===== src/logic/interp_period_consts.vh =====
// constants for the interpolation period configuration block
// Summary of operation
// - the period value and index are loaded from the active communication cycle per the fixed cycle table.
// - entry 0 is a read-only 8-bit field that always reads 2.
// - multi-turn data may be cleared under full-closed control with a rotary scale, unless the feature level is 2 or lower.
// - in position control, backlash is compensated by selection, amount and time constant.
// - reported feedback includes the backlash correction only while in transition, and excludes it once complete.
`ifndef INTERP_PERIOD_CONSTS_VH
`define INTERP_PERIOD_CONSTS_VH
`define ADDR_W              4
`define A_HIGHEST           4'h0
`define A_MANTISSA          4'h1
`define A_EXPONENT          4'h2
`define A_CYCLE_SEL         4'h3
`define A_LASH_SELECT       4'h4
`define A_LASH_AMOUNT       4'h5
`define A_LASH_TCONST       4'h6
`define A_CONTROL           4'h7
`define A_STATUS            4'h8
`define A_FEEDBACK          4'h9
`define A_PROFILE_KIND      4'hA
`define A_JERK1             4'hB
`define A_JERK2             4'hC
`define A_JERK_USE          4'hD
`define HIGHEST_ENTRY       8'h02
`define MANT_125US          8'h7D
`define EXP_125US           8'hFA
`define MANT_250US          8'h19
`define EXP_250US           8'hFB
`define MANT_500US          8'h05
`define EXP_500US           8'hFC
`define MANT_1MS            8'h01
`define MANT_2MS            8'h02
`define MANT_4MS            8'h04
`define MANT_8MS            8'h08
`define EXP_MS              8'hFD
`define MANT_10MS           8'h0A
`define EXP_10MS            8'hFE
`define CYC_125US           3'h0
`define CYC_250US           3'h1
`define CYC_500US           3'h2
`define CYC_1MS             3'h3
`define CYC_2MS             3'h4
`define CYC_4MS             3'h5
`define CYC_8MS             3'h6
`define CYC_10MS            3'h7
`define MT_CLEAR_MIN_LEVEL  4'h3
`define CTRL_MT_CLEAR_BIT   0
`define CTRL_FULL_CLOSED    1
`define CTRL_ROTARY         2
`define CTRL_POS_MODE       3
`endif


===== src/logic/interp_period_config.v =====
// interpolation period object, backlash compensation and jerk settings
`include "interp_period_consts.vh"
module interp_period_config #(
    parameter FEATURE_LEVEL = 4'h4,
    parameter POS_W         = 32
) (
    input  wire             CLOCK_I,
    input  wire             SYS_RST_I,
    input  wire             CE_I,
    input  wire [3:0]       ADDR_I,
    input  wire [31:0]      WDATA_I,
    input  wire             WR_I,
    input  wire             RD_I,
    output reg  [31:0]      RDATA_O,
    input  wire [2:0]       CYCLE_SEL_I,
    input  wire             CYCLE_LOAD_I,
    input  wire [POS_W-1:0] RAW_POS_I,
    input  wire             DIR_CHANGE_I,
    output reg  [POS_W-1:0] FEEDBACK_POS_O,
    output reg              MT_CLEAR_O,
    output reg              LASH_ACTIVE_O,
    output reg  [7:0]       PERIOD_MANT_O,
    output reg  [7:0]       PERIOD_EXP_O
);
    // cycle code, load strobe and direction arrive from outside this clock
    wire [2:0] cycle_s;
    wire       load_s;
    wire       dir_s;
    interp_sync3 #(.W(5)) u_sync (
        .clk_i (CLOCK_I),
        .rst_i (SYS_RST_I),
        .ce_i  (CE_I),
        .d_i   ({CYCLE_SEL_I, CYCLE_LOAD_I, DIR_CHANGE_I}),
        .q_o   ({cycle_s, load_s, dir_s})
    );

    reg [7:0]  mant_q;
    reg [7:0]  exp_q;
    reg [2:0]  cyc_q;
    reg        load_prev_q;
    reg [7:0]  lash_sel_q;
    reg [15:0] lash_amt_q;
    reg [15:0] lash_tc_q;
    reg [3:0]  ctrl_q;
    reg [7:0]  prof_kind_q;
    reg [31:0] jerk1_q;
    reg [31:0] jerk2_q;
    reg        jerk_use_q;
    reg        jerk_order_ok_q;
    reg [15:0] lash_cnt_q;
    reg        lash_trans_q;
    reg        mt_refused_q;
    reg [7:0]  tab_mant;
    reg [7:0]  tab_exp;
    reg [31:0] rd_d;

    // fixed cycle-to-period table; all eight codes are covered
    always @* begin
        case (cyc_q)
            `CYC_125US: begin
                tab_mant = `MANT_125US;
                tab_exp  = `EXP_125US;
            end
            `CYC_250US: begin
                tab_mant = `MANT_250US;
                tab_exp  = `EXP_250US;
            end
            `CYC_500US: begin
                tab_mant = `MANT_500US;
                tab_exp  = `EXP_500US;
            end
            `CYC_1MS: begin
                tab_mant = `MANT_1MS;
                tab_exp  = `EXP_MS;
            end
            `CYC_2MS: begin
                tab_mant = `MANT_2MS;
                tab_exp  = `EXP_MS;
            end
            `CYC_4MS: begin
                tab_mant = `MANT_4MS;
                tab_exp  = `EXP_MS;
            end
            `CYC_8MS: begin
                tab_mant = `MANT_8MS;
                tab_exp  = `EXP_MS;
            end
            default: begin
                tab_mant = `MANT_10MS;
                tab_exp  = `EXP_10MS;
            end
        endcase
    end

    // mode decode
    wire mt_allowed = (FEATURE_LEVEL >= `MT_CLEAR_MIN_LEVEL)
                      && ctrl_q[`CTRL_FULL_CLOSED] && ctrl_q[`CTRL_ROTARY];
    // a clear is judged on the mode bits written with it, not the old ones
    wire mt_ok_wr   = (FEATURE_LEVEL >= `MT_CLEAR_MIN_LEVEL)
                      && WDATA_I[`CTRL_FULL_CLOSED] && WDATA_I[`CTRL_ROTARY];
    wire lash_on    = ctrl_q[`CTRL_POS_MODE] && (lash_sel_q != 8'h00);
    wire wr_ctrl    = WR_I && (ADDR_I == `A_CONTROL);
    wire [POS_W-1:0] lash_ext = {{(POS_W-16){lash_amt_q[15]}}, lash_amt_q};
    // carry out of the sum is dropped: the position wraps like the raw count
    wire [POS_W-1:0] fb_sum   = RAW_POS_I + lash_ext;

    // load strobe edges after synchronisation
    wire load_rise  = load_s && !load_prev_q;
    wire load_fall  = load_prev_q && !load_s;

    always @(posedge CLOCK_I) begin
        if (SYS_RST_I) begin
            mant_q          <= `MANT_125US;
            exp_q           <= `EXP_125US;
            cyc_q           <= `CYC_125US;
            load_prev_q     <= 1'b0;
            lash_sel_q      <= 8'h00;
            lash_amt_q      <= 16'h0000;
            lash_tc_q       <= 16'h0000;
            ctrl_q          <= 4'h0;
            prof_kind_q     <= 8'h00;
            jerk1_q         <= 32'h00000000;
            jerk2_q         <= 32'h00000000;
            jerk_use_q      <= 1'b0;
            jerk_order_ok_q <= 1'b0;
            lash_cnt_q      <= 16'h0000;
            lash_trans_q    <= 1'b0;
            mt_refused_q    <= 1'b0;
            MT_CLEAR_O      <= 1'b0;
            RDATA_O         <= 32'h00000000;
        end else if (CE_I) begin
            load_prev_q <= load_s;
            MT_CLEAR_O  <= 1'b0;
            // new cycle latched on load rising edge, table applied on its falling edge
            if (load_rise) begin
                cyc_q <= cycle_s;
            end
            if (load_fall) begin
                mant_q <= tab_mant;
                exp_q  <= tab_exp;
            end
            if (WR_I) begin
                case (ADDR_I)
                    `A_MANTISSA:     mant_q      <= WDATA_I[7:0];
                    `A_EXPONENT:     exp_q       <= WDATA_I[7:0];
                    `A_CYCLE_SEL:    cyc_q       <= WDATA_I[2:0];
                    `A_LASH_SELECT:  lash_sel_q  <= WDATA_I[7:0];
                    `A_LASH_AMOUNT:  lash_amt_q  <= WDATA_I[15:0];
                    `A_LASH_TCONST:  lash_tc_q   <= WDATA_I[15:0];
                    `A_CONTROL:      ctrl_q      <= {WDATA_I[3:1], 1'b0};
                    `A_PROFILE_KIND: prof_kind_q <= WDATA_I[7:0];
                    `A_JERK1:        jerk1_q     <= WDATA_I;
                    `A_JERK2:        jerk2_q     <= WDATA_I;
                    `A_JERK_USE: begin
                        jerk_use_q      <= WDATA_I[0];
                        // zero profile and jerks before enabling use
                        jerk_order_ok_q <= (prof_kind_q == 8'h00) && (jerk1_q == 32'h0)
                                           && (jerk2_q == 32'h0);
                    end
                    // entry 0, status and feedback are read-only: writes drop
                    default: ;
                endcase
            end
            if (wr_ctrl && WDATA_I[`CTRL_MT_CLEAR_BIT]) begin
                MT_CLEAR_O   <= mt_ok_wr;
                mt_refused_q <= !mt_ok_wr;
            end
            // transition lasts one cycle more than the time constant, in cycles
            // a new direction change restarts the countdown
            if (lash_on && dir_s) begin
                lash_trans_q <= 1'b1;
                lash_cnt_q   <= lash_tc_q;
            end else if (lash_trans_q) begin
                if (lash_cnt_q == 16'h0000) begin
                    lash_trans_q <= 1'b0;
                end else begin
                    lash_cnt_q <= lash_cnt_q - 16'h0001;
                end
            end
            if (!lash_on) begin
                lash_trans_q <= 1'b0;
            end
            // zero between reads so a stale word never looks like data
            RDATA_O <= (RD_I) ? rd_d : 32'h00000000;
        end
    end

    // read mux; unmapped entries read zero
    always @* begin
        case (ADDR_I)
            `A_HIGHEST:      rd_d = {24'h000000, `HIGHEST_ENTRY};
            `A_MANTISSA:     rd_d = {24'h000000, mant_q};
            `A_EXPONENT:     rd_d = {{24{exp_q[7]}}, exp_q};
            `A_CYCLE_SEL:    rd_d = {29'h00000000, cyc_q};
            `A_LASH_SELECT:  rd_d = {24'h000000, lash_sel_q};
            `A_LASH_AMOUNT:  rd_d = {16'h0000, lash_amt_q};
            `A_LASH_TCONST:  rd_d = {16'h0000, lash_tc_q};
            `A_CONTROL:      rd_d = {28'h0000000, ctrl_q};
            `A_STATUS:       rd_d = {28'h0000000, jerk_order_ok_q, mt_refused_q,
                                     lash_trans_q, mt_allowed};
            `A_FEEDBACK:     rd_d = FEEDBACK_POS_O;
            `A_PROFILE_KIND: rd_d = {24'h000000, prof_kind_q};
            `A_JERK1:        rd_d = jerk1_q;
            `A_JERK2:        rd_d = jerk2_q;
            `A_JERK_USE:     rd_d = {31'h00000000, jerk_use_q};
            default:         rd_d = 32'h00000000;
        endcase
    end

    // period = mantissa * 10^exponent seconds, exported raw
    always @(posedge CLOCK_I) begin
        if (SYS_RST_I) begin
            FEEDBACK_POS_O <= {POS_W{1'b0}};
            LASH_ACTIVE_O  <= 1'b0;
            PERIOD_MANT_O  <= `MANT_125US;
            PERIOD_EXP_O   <= `EXP_125US;
        end else if (CE_I) begin
            FEEDBACK_POS_O <= lash_trans_q ? fb_sum : RAW_POS_I;
            LASH_ACTIVE_O  <= lash_trans_q;
            PERIOD_MANT_O  <= mant_q;
            PERIOD_EXP_O   <= exp_q;
        end
    end
endmodule // interp_period_config


===== src/logic/interp_sync3.v =====
// three-stage input synchroniser with agreement check
module interp_sync3 #(
    parameter W = 1
) (
    input  wire         clk_i,
    input  wire         rst_i,
    input  wire         ce_i,
    input  wire [W-1:0] d_i,
    output reg  [W-1:0] q_o
);
    reg [W-1:0] s1_q;
    reg [W-1:0] s2_q;
    reg [W-1:0] s3_q;
    always @(posedge clk_i) begin
        if (rst_i) begin
            s1_q <= {W{1'b0}};
            s2_q <= {W{1'b0}};
            s3_q <= {W{1'b0}};
            q_o  <= {W{1'b0}};
        end else if (ce_i) begin
            s1_q <= d_i;
            s2_q <= s1_q;
            s3_q <= s2_q;
            if (s2_q == s3_q) begin
                q_o <= s3_q;
            end
        end
    end
endmodule // interp_sync3


===== config.mk =====
export PLATFORM = sky130hd
export DESIGN_NAME = interp_period_config
export DESIGN_NICKNAME = d
export VERILOG_FILES = /design/src/logic/interp_period_config.v /design/src/logic/interp_sync3.v
export VERILOG_INCLUDE_DIRS = /design/src /design/src/logic
export SDC_FILE = /design/constraint.sdc
export NUM_CORES = 1
export LEC_CHECK = 0
export BUFFER_PORTS_ARGS = -buffer_cell sky130_fd_sc_hd__buf_2
export CORE_MARGIN = 2
export CORE_UTILIZATION = 32
export DETAILED_ROUTE_END_ITERATION = 8
export PLACE_DENSITY = 0.47
export SLEW_MARGIN = 30
export SYNTH_ARGS = -nofsm -noshare
export SYNTH_HDL_FRONTEND = slang
export SYNTH_SLANG_ARGS = --single-unit

===== constraint.sdc =====
create_clock -name CLOCK_I -period 3.4 [get_ports CLOCK_I]
set_clock_uncertainty 0.1 [all_clocks]
set_input_delay 0.34 -clock CLOCK_I [delete_from_list [all_inputs] [get_ports CLOCK_I]]
set_output_delay 0.34 -clock CLOCK_I [all_outputs]
set_load 0.05 [all_outputs]

### Yosys cells after proc, flatten, opt, wreduce, memory -nomap -nowiden

Index checks and enable logic that the tools add are counted.

| word-level totals | value |
|---|---|
| register bits after elaboration | 257 |
| input bits | 78 |
| output and inout port bits | 82 |
| logic and storage cells | 104 |

| cells by class | value |
|---|---|
| add/subtract/negate cells | 2 |
| eq/ne operators | 21 |
| multiplexer cells | 22 |
| reductions and logical operators | 33 |

Operators by type and width:

| kind | count |
|---|---|
| 32-bit one-hot mux with 14 select lines | 1 |
| 32-bit zero test | 2 |
| 32-bit two-way mux | 2 |
| 7-bit one-hot mux with 7 select lines | 1 |
| 16-bit two-way mux | 3 |
| 8-bit two-way mux | 6 |
| 32-bit adder | 1 |
| 3-bit AND reduction | 9 |
| 4-bit == test (second input constant) | 6 |
| 4-bit by 3-bit == test with 1-bit output (second input constant) | 4 |
| 16-bit zero test | 1 |
| 16-bit by 1-bit subtractor with 16-bit output (second input constant) | 1 |
| 3-bit one-hot mux with 4 select lines | 1 |
| 1-bit logical AND | 10 |
| 3-bit == test (second input constant) | 3 |
| 3-bit two-way mux | 3 |
| 4-bit by 2-bit == test with 1-bit output (second input constant) | 2 |
| 8-bit zero test | 1 |
| 8-bit nonzero test | 1 |
| 3-bit by 2-bit == test with 1-bit output (second input constant) | 2 |
| 5-bit == test | 1 |
| 1-bit two-way mux | 5 |
| 4-bit by 1-bit == test with 1-bit output (second input constant) | 1 |
| 4-bit zero test | 1 |
| 7 further kinds | 10 |

### Logic depth before layout (Yosys ltp)

Gate-level depths: netlist of run 1.

| logic depth | value |
|---|---|
| depth after elaboration | 6 |
| depth in mapped cells | 11 |
| depth with buffers taken out | 11 |

### Hierarchy

A second synthesis of run 1 with hierarchy kept.

| second synthesis, totals | value |
|---|---|
| cells, all modules | 1,668 |
| area total of the unflattened synthesis | 13,023.7 um^2 |

Modules (own cells, without submodules):

| module | instances | cells an instance | area an instance (um^2) | sequential area each (um^2) |
|---|---|---|---|---|
| interp_period_config | 1 | 1,591 | 12,218.0 | 4,744.6 |
| interp_sync3 | 1 | 77 | 805.8 | 400.4 |

### Least setup slack after synthesis of run 1

Ideal clock, no wire load.

| timing path | value |
|---|---|
| path type | register to register |
| from | register lash_amt_q[15] |
| to | register FEEDBACK_POS_O[31] |
| setup time | 0.132 ns |
| data arrival time | 2.670 ns |
| data required time | 3.168 ns |
| path slack | 0.498 ns |
| cell stages (with the launch flop) | 12 |
| buffers on the path | 1 |
| period minus slack after synthesis | 2.902 ns |
| cells stage by stage | dfxtp_1 ha_1 buf_6 a21oi_1 o21ai_1 a211o_1 nand2_1 o311a_4 nor3_2 or4_4 a211oi_2 nor4b_2 |

| between the ends | value |
|---|---|
| word-level cells in the longest chain between the ends | 2 |

RTL lines:

| item | line | RTL |
|---|---|---|
| start, declared | interp_period_config.v:42 | `reg [15:0] lash_amt_q;` |
| start signal, assigned | interp_period_config.v:148 | `` `A_LASH_AMOUNT: lash_amt_q <= WDATA_I[15:0]; `` |
| 32-bit adder | interp_period_config.v:105 | `wire [POS_W-1:0] fb_sum = RAW_POS_I + lash_ext;` |
| 32-bit two-way mux | interp_period_config.v:218 | `FEEDBACK_POS_O <= lash_trans_q ? fb_sum : RAW_POS_I;` |
| end signal, assigned | interp_period_config.v:213 | `FEEDBACK_POS_O <= {POS_W{1'b0}};` |
| end signal, assigned | interp_period_config.v:218 |  |
| end, declared | interp_period_config.v:19 | `output reg [POS_W-1:0] FEEDBACK_POS_O,` |

No other way between the ends.
A chain may end at the register's enable or synchronous reset.

### Worst setup path after layout of run 1

| timing path | value |
|---|---|
| from | register lash_amt_q[0] |
| to | register FEEDBACK_POS_O[30] |

The elaborated chain is that of the path after synthesis.

==> impl_metrics.csv, run 1 <==
group,metric,value,unit
synth,synth_nets,1745,
power_and_ir_drop,intPower,5350,µW
synth,avgSynthCellArea,7.85,µm²
synth,synth_enable_flop_cells,0,
floorplan,core_area,0.0396,mm²
synth,synth-seq-area-share,0.402,
synth,synth_area,0.0128,mm²
floorplan,die_area,0.0416,mm²
finish,fin_nets,1897,
setup_path,critPathMaxFanout,3,
synth,synth.ff_latch_count,257,
placed_design,hpwl,33800,µm
grt,grt_first_pass_wirelength,73500,µm
placed_design,portBuffers,159,
grt,grtUsageTotal,0.228,
grt,grt_max_degree,164,
timing,slew_headroom,0.379,
drt,wl_per_cell,20.6,µm
floorplan,start_util,0.323,
drt,vias,12600,
finish,fin_util,0.393,
power_and_ir_drop,power.leakage,0.00594,µW
power_and_ir_drop,irDropWorstVdd,343,µV
clocking,cts.sinks,257,
synth,ys_warn_count,0,
timing,post-route-min-period,3.15,ns
clocking,clockBufferDepth,3,
setup_path,cp_common_cell,"nand3_1",
floorplan,row_count,73,
drt,ant_nets,0,
timing,hold_ws,0.0252,ns
drt,drt-total-wl,48000,µm
finish,fin_area,0.0156,mm²
job,drv_cap,0,
clocking,cts_root_buf,"clkbuf_16",
finish,drive_gt1_frac,0.157,
power_and_ir_drop,clkPwrFrac,0.472,
clocking,cts_tree,"built",
timing,finalMaxSlewViolations,0,
synth,synthArstFlopShare,0,
grt,grt_pass1_vias,12100,
drt,drt_iter0_drc,1018,
floorplan,die_y,204,µm
grt,grt_antenna_before_repair,0,
setup_path,crit_required,3.74,ns
setup_path,cp-start-kind,"flop",
power_and_ir_drop,power_frac_seq,0.432,
power_and_ir_drop,p_per_area,464,mW/mm²
finish,area_growth,21.7,%
floorplan,pin_count,160,
clocking,clock_latency,0.58,ns
synth,syn_inst,1631,
power_and_ir_drop,p_sw_frac,0.260,
setup_path,worstPathArrival,3.49,ns
timing,fmax,317,MHz
placed_design,post_dp_cell_area,0.0142,mm²
drt,drtPass1Iterations,5,
timing,hold_viol,0,
power_and_ir_drop,fin_total_pwr,7230,µW
synth,synth_flop_cell,"dfxtp_1",
timing,rsz0062_at_grt,"false",
setup_path,endpoint_kind,"flop",
setup_path,crit_path_max_incr_delay,0.44,ns
timing,fin_setup_tns,0,ns
clocking,htreeDepth,1,
setup_path,worstSetupPathType,"flop to flop",
timing,fin_crit_sh,0.927,
synth,synth.distinct_cells,78,
drt,drc,0,
placed_design,gp_congestion,0.859,
drt,via_per_inst,5.41,
worst_hold_path,hold_class,"primary input to flop",
power_and_ir_drop,switchingPower,1880,µW
grt,overflow,0,
setup_path,slowest_stage,"fa_1",
timing,finalSetupViolCount,0,
floorplan,die_w,204,µm
clocking,clk_pin_slew,0.06,ns
status,status,"complete, no violations",
clocking,cts_made_buffers,31,
power_and_ir_drop,share_comb_of_total_power,0.096,
setup_path,path_cells,"ha_1 -> fa_1 -> a211oi_2 -> o21bai_2 -> o211ai_2 -> nand3_1 -> nand3_1 -> nand2_1 -> a31o_1 -> a2111oi_1 -> nor3_1",
timing,worst_pin_slew,0.925,ns
## power by group through the flow
stage | combinational, µW | clock [µW] | sequential (µW)
2_1_floorplan | 323 | 0 | 3260
3_3_place_gp | 660 | 0 | 3190
3_5_place_dp | 662 | 0 | 3190
4_1_cts | 694 | 3490 | 3120
5_1_grt | 748 | 3610 | 3130
6_report | 693 | 3410 | 3120
## final timing paths
kind	from	to	slack (ns)	cells after the start
max	lash_amt_q[0]	FEEDBACK_POS_O[30]	0.25	11
min	RAW_POS_I[15]	FEEDBACK_POS_O[15]	0.03	3
max reg2reg	lash_amt_q[0]	FEEDBACK_POS_O[30]	0.25	11
min reg2reg	RDATA_O[3]	RDATA_O[3]	0.36	2
## routing by layer
metal / vias to the layer above / global-route usage / wire length, µm / share of wire
met4: 0 / 0.0621 / 1050 / 0.022
met2: 372 / 0.365 / 21800 / 0.45
met3: 57 / 0.0276 / 2560 / 0.053
li1: 6172 / - / - / -
met5: - / 0 / 0 / 0
met1: 6024 / 0.323 / 22600 / 0.47
## critical path, delay by kind of cell, from the launching register on
kind            cells  cell delay [ns]
flops               1             0.33
simple gates        4             0.60
fa+ha+maj           2             0.67
compound gates      5             1.32
## state kept, by name (all words and copies together), names as in the netlist, 3 cells and up
name            count
FEEDBACK_POS_O     32
PERIOD_EXP_O        8
PERIOD_MANT_O       8
RDATA_O            32
ctrl_q              3
cyc_q               3
exp_q               8
jerk1_q            32
jerk2_q            32
lash_amt_q         16
lash_cnt_q         16
lash_sel_q          8
lash_tc_q          16
mant_q              8
prof_kind_q         8
u_sync.q_o          5
u_sync.s1_q         5
u_sync.s2_q         5
u_sync.s3_q         5
## repair_timing
| item | in CTS | in global routing |
|---|---|---|
| resized for setup | 0 | 3 |
| setup buffers | 0 | 0 |
| hold endpoints to repair | 76 | 0 |
| endpoints found under the setup margin | 0 | 3 |
| hold buffers | 35 | 0 |
## stage by stage
step                cells  setup WS, ns
floorplan            1631         0.498
global placement     2240        0.0161
detailed placement   2240       -0.0850
CTS                  2331        0.0764
global route         2331        0.0559
finish               2332         0.248
## layout by cell type (no fill, tap or decap), types with 6 or more instances in the layout
| cell type | n |
|---|---|
| dlygate4sd3_1 | 35 |
| nand4_1 | 14 |
| nor2b_1 | 10 |
| a211oi_1 | 37 |
| nor2_1 | 153 |
| ha_1 | 35 |
| and2_1 | 6 |
| nor4_1 | 24 |
| clkbuf_1 | 8 |
| buf_4 | 40 |
| o22ai_1 | 6 |
| a21oi_1 | 199 |
| xor2_1 | 13 |
| a311oi_1 | 6 |
| o21ai_0 | 52 |
| a21o_1 | 21 |
| clkbuf_16 | 31 |
| xnor2_1 | 11 |
| buf_2 | 157 |
| nand2_1 | 328 |
| nor3_1 | 29 |
| nand2b_1 | 7 |
| a31oi_1 | 27 |
| a41oi_1 | 9 |
| a222oi_1 | 7 |
| clkbuf_8 | 8 |
| dfxtp_1 | 256 |
| a221oi_1 | 9 |
| nand3_1 | 34 |
| inv_1 | 12 |
| mux2i_1 | 59 |
| a22oi_1 | 53 |
## cells by family after synthesis
kind of cell | after synthesis | synth area share
compound gates | 485 | 0.244
xor+xnor | 24 | 0.0164
fa+ha+maj | 36 | 0.0358
buf+inv | 130 | 0.0392
flops | 257 | 0.402
mux | 64 | 0.0505
simple gates | 635 | 0.213
## cell usage after synthesis, types with 7 or more instances
cell | count | share of area
a211oi_1 | 38 | 0.022
a21o_1 | 21 | 0.012
a21oi_1 | 200 | 0.078
a221oi_1 | 9 | 0.0062
a222oi_1 | 7 | 0.0055
a22oi_1 | 53 | 0.031
a31oi_1 | 27 | 0.013
a41oi_1 | 9 | 0.0062
clkbuf_1 | 104 | 0.030
dfxtp_1 | 257 | 0.40
ha_1 | 35 | 0.034
inv_1 | 14 | 0.0041
mux2i_1 | 59 | 0.046
nand2_1 | 328 | 0.096
nand2b_1 | 7 | 0.0034
nand3_1 | 34 | 0.013
nand4_1 | 14 | 0.0068
nor2_1 | 155 | 0.045
nor2b_1 | 10 | 0.0049
nor3_1 | 32 | 0.013
nor4_1 | 25 | 0.012
o21ai_0 | 52 | 0.020
xnor2_1 | 11 | 0.0075
xor2_1 | 13 | 0.0089
## layout make-up
class / instances / area [µm²]
Clock buffer: 47 / 916
Tap cell: 525 / 657
Antenna cell: 1 / 2.50
Clock inverter: 9 / 124
Multi-Input combinational cell: 1244 / 7200
Inverter: 14 / 52.6
Sequential cell: 257 / 5150
Fill cell: 4151 / 24100
Timing Repair Buffer: 235 / 1490
(Power assumes the default switching activity.)
==> run 2: changes to the inputs <==
- PLACE_DENSITY: 0.47 -> 0.57
- REMOVE_ABC_BUFFERS: unset -> 1
==> impl_metrics.csv, run 2 (same netlist as run 1, synthesis figures left out) <==
group,metric,value,unit
status,status,"complete, no violations",
grt,overflow,0,
timing,finalSetupViolCount,0,
floorplan,row_count,73,
timing,fmax,313,MHz
setup_path,crit_required,3.73,ns
finish,mostFrequentLayoutCell,"nand2_1",
setup_path,crit_path_max_incr_delay,0.72,ns
timing,worst_pin_slew,0.961,ns
clocking,clk_pin_slew,0.06,ns
setup_path,worstPathArrival,3.52,ns
setup_path,slowest_stage,"dfxtp_1",
job,drv_cap,0,
floorplan,die_w,204,µm
grt,grt_first_pass_wirelength,70900,µm
drt,ant_nets,0,
drt,drc,0,
drt,wl_per_cell,19.9,µm
setup_path,path_cells,"ha_1 -> a21o_1 -> a21o_1 -> a21o_1 -> a21o_1 -> a31oi_1 -> o21ai_1 -> or4_4 -> a211oi_2 -> nor4b_2",
timing,slew_headroom,0.359,
setup_path,cp-start-kind,"flop",
floorplan,core_area,0.0396,mm²
floorplan,pin_count,160,
power_and_ir_drop,p_per_area,446,mW/mm²
finish,fin_nets,1892,
drt,drtPass1Iterations,5,
drt,via_per_inst,5.47,
setup_path,critPathMaxFanout,12,
drt,drt-total-wl,46200,µm
grt,grt_pass1_vias,11800,
floorplan,start_util,0.323,
setup_path,path_delay_family,"compound AO/OA/AOI/OAI gates",
clocking,cts_tree,"built",
clocking,htreeDepth,1,
timing,finalMaxSlewViolations,0,
finish,drive_gt1_frac,0.155,
grt,grtUsageTotal,0.217,
placed_design,hpwl,33200,µm
clocking,cts_made_buffers,28,
worst_hold_path,hold_class,"primary input to flop",
timing,hold_viol,0,
finish,n_fill_cell,4169,
setup_path,regToRegSetupSlack,0.21,ns
clocking,clockBufferDepth,3,
finish,final_cell_mix,"328 x nand2_1, 256 x dfxtp_1, 199 x a21oi_1, 157 x buf_2, 153 x nor2_1",
clocking,cts_setup_buffers,0,
clocking,cts.sinks,257,
timing,post-route-min-period,3.19,ns
clocking,cts_root_buf,"clkbuf_16",
timing,fin_crit_sh,0.939,
power_and_ir_drop,power.leakage,0.00586,µW
power_and_ir_drop,irDropWorstVdd,427,µV
placed_design,place_inst,2242,
grt,grt_antenna_before_repair,2,
finish,stdcell_count,2324,
floorplan,die_area,0.0416,mm²
drt,vias,12700,
timing,rsz0062_at_grt,"false",
finish,area_growth,20.4,%
setup_path,worstSetupPathType,"flop to flop",
floorplan,die_y,204,µm
setup_path,cp_common_cell,"a21o_1",
grt,grt_max_degree,144,
setup_path,endpoint_kind,"flop",
placed_design,portBuffers,159,
setup_path,critPathBufInv,0,
clocking,clock_latency,0.57,ns
placed_design,gp_congestion,0.876,
drt,drt_iter0_drc,1205,
power_and_ir_drop,fin_total_pwr,6880,µW
## run 2: cell count changes in the layout (fill, tap and decap cells not counted), moves of 2 or more
cell and delta:
clkinv_2 -2, dlygate4sd3_1 -4, buf_4 +3, bufinv_16 -2, clkbuf_16 -3
## run 2: routing by layer
| metal | GRT usage | vias up | part of all wire |
|---|---|---|---|
| li1 | - | 6168 | - |
| met1 | 0.300 | 6036 | 0.46 |
| met2 | 0.345 | 429 | 0.45 |
| met3 | 0.0340 | 81 | 0.063 |
| met4 | 0.0714 | 2 | 0.029 |
| met5 | 0 | - | 0.00026 |
## run 2: final timing paths
check                                          end  depth (start not counted)             start
worst min-delay path                    RDATA_O[0]                          2         SYS_RST_I
worst max register to register  FEEDBACK_POS_O[31]                         10    lash_amt_q[15]
worst min register to register    PERIOD_MANT_O[5]                          2  PERIOD_MANT_O[5]
worst max-delay path            FEEDBACK_POS_O[31]                         10    lash_amt_q[15]
## run 2: area by class of cell
type                            instances  area [µm²]  share of cell area
Inverter                               14        52.6             0.00341
Clock inverter                          6        68.8             0.00446
Antenna cell                            1        2.50            0.000162
Clock buffer                           44         851              0.0552
Sequential cell                       257        5150               0.334
Multi-Input combinational cell       1244        7190               0.466
Tap cell                              525         657              0.0426
Timing Repair Buffer                  233        1450              0.0940
## run 2: what timing repair did
action                                  4_1_cts  5_1_grt
endpoints found under the hold margin        72        0
gates resized for setup                       0        1
hold buffers                                 31        0
endpoints found under the setup margin        0        2
## run 2: metrics by stage
stage | utilization | setup TNS, ns | cell area, µm² | setup WS (ns) | hold WS [ns]
5_1_grt | 0.389 | 0 | 15400 | 0.0299 | 0.0237
3_3_place_gp | 0.358 | 0 | 14200 | 0.108 | 0.351
2_1_floorplan | - | -5.14 | 12400 | -0.210 | 0.309
4_1_cts | 0.389 | 0 | 15400 | 0.237 | 0.00145
3_5_place_dp | 0.358 | 0 | 14200 | 0.0955 | 0.352
6_report | 0.389 | 0 | 15400 | 0.206 | 0.0178
## run 2: power breakdown
group          leakage [µW]  internal, µW  switching, µW  total, µW
combinational       0.00333           217            470        687
clock              0.000451          1780           1290       3080
sequential          0.00208          3060           54.4       3120
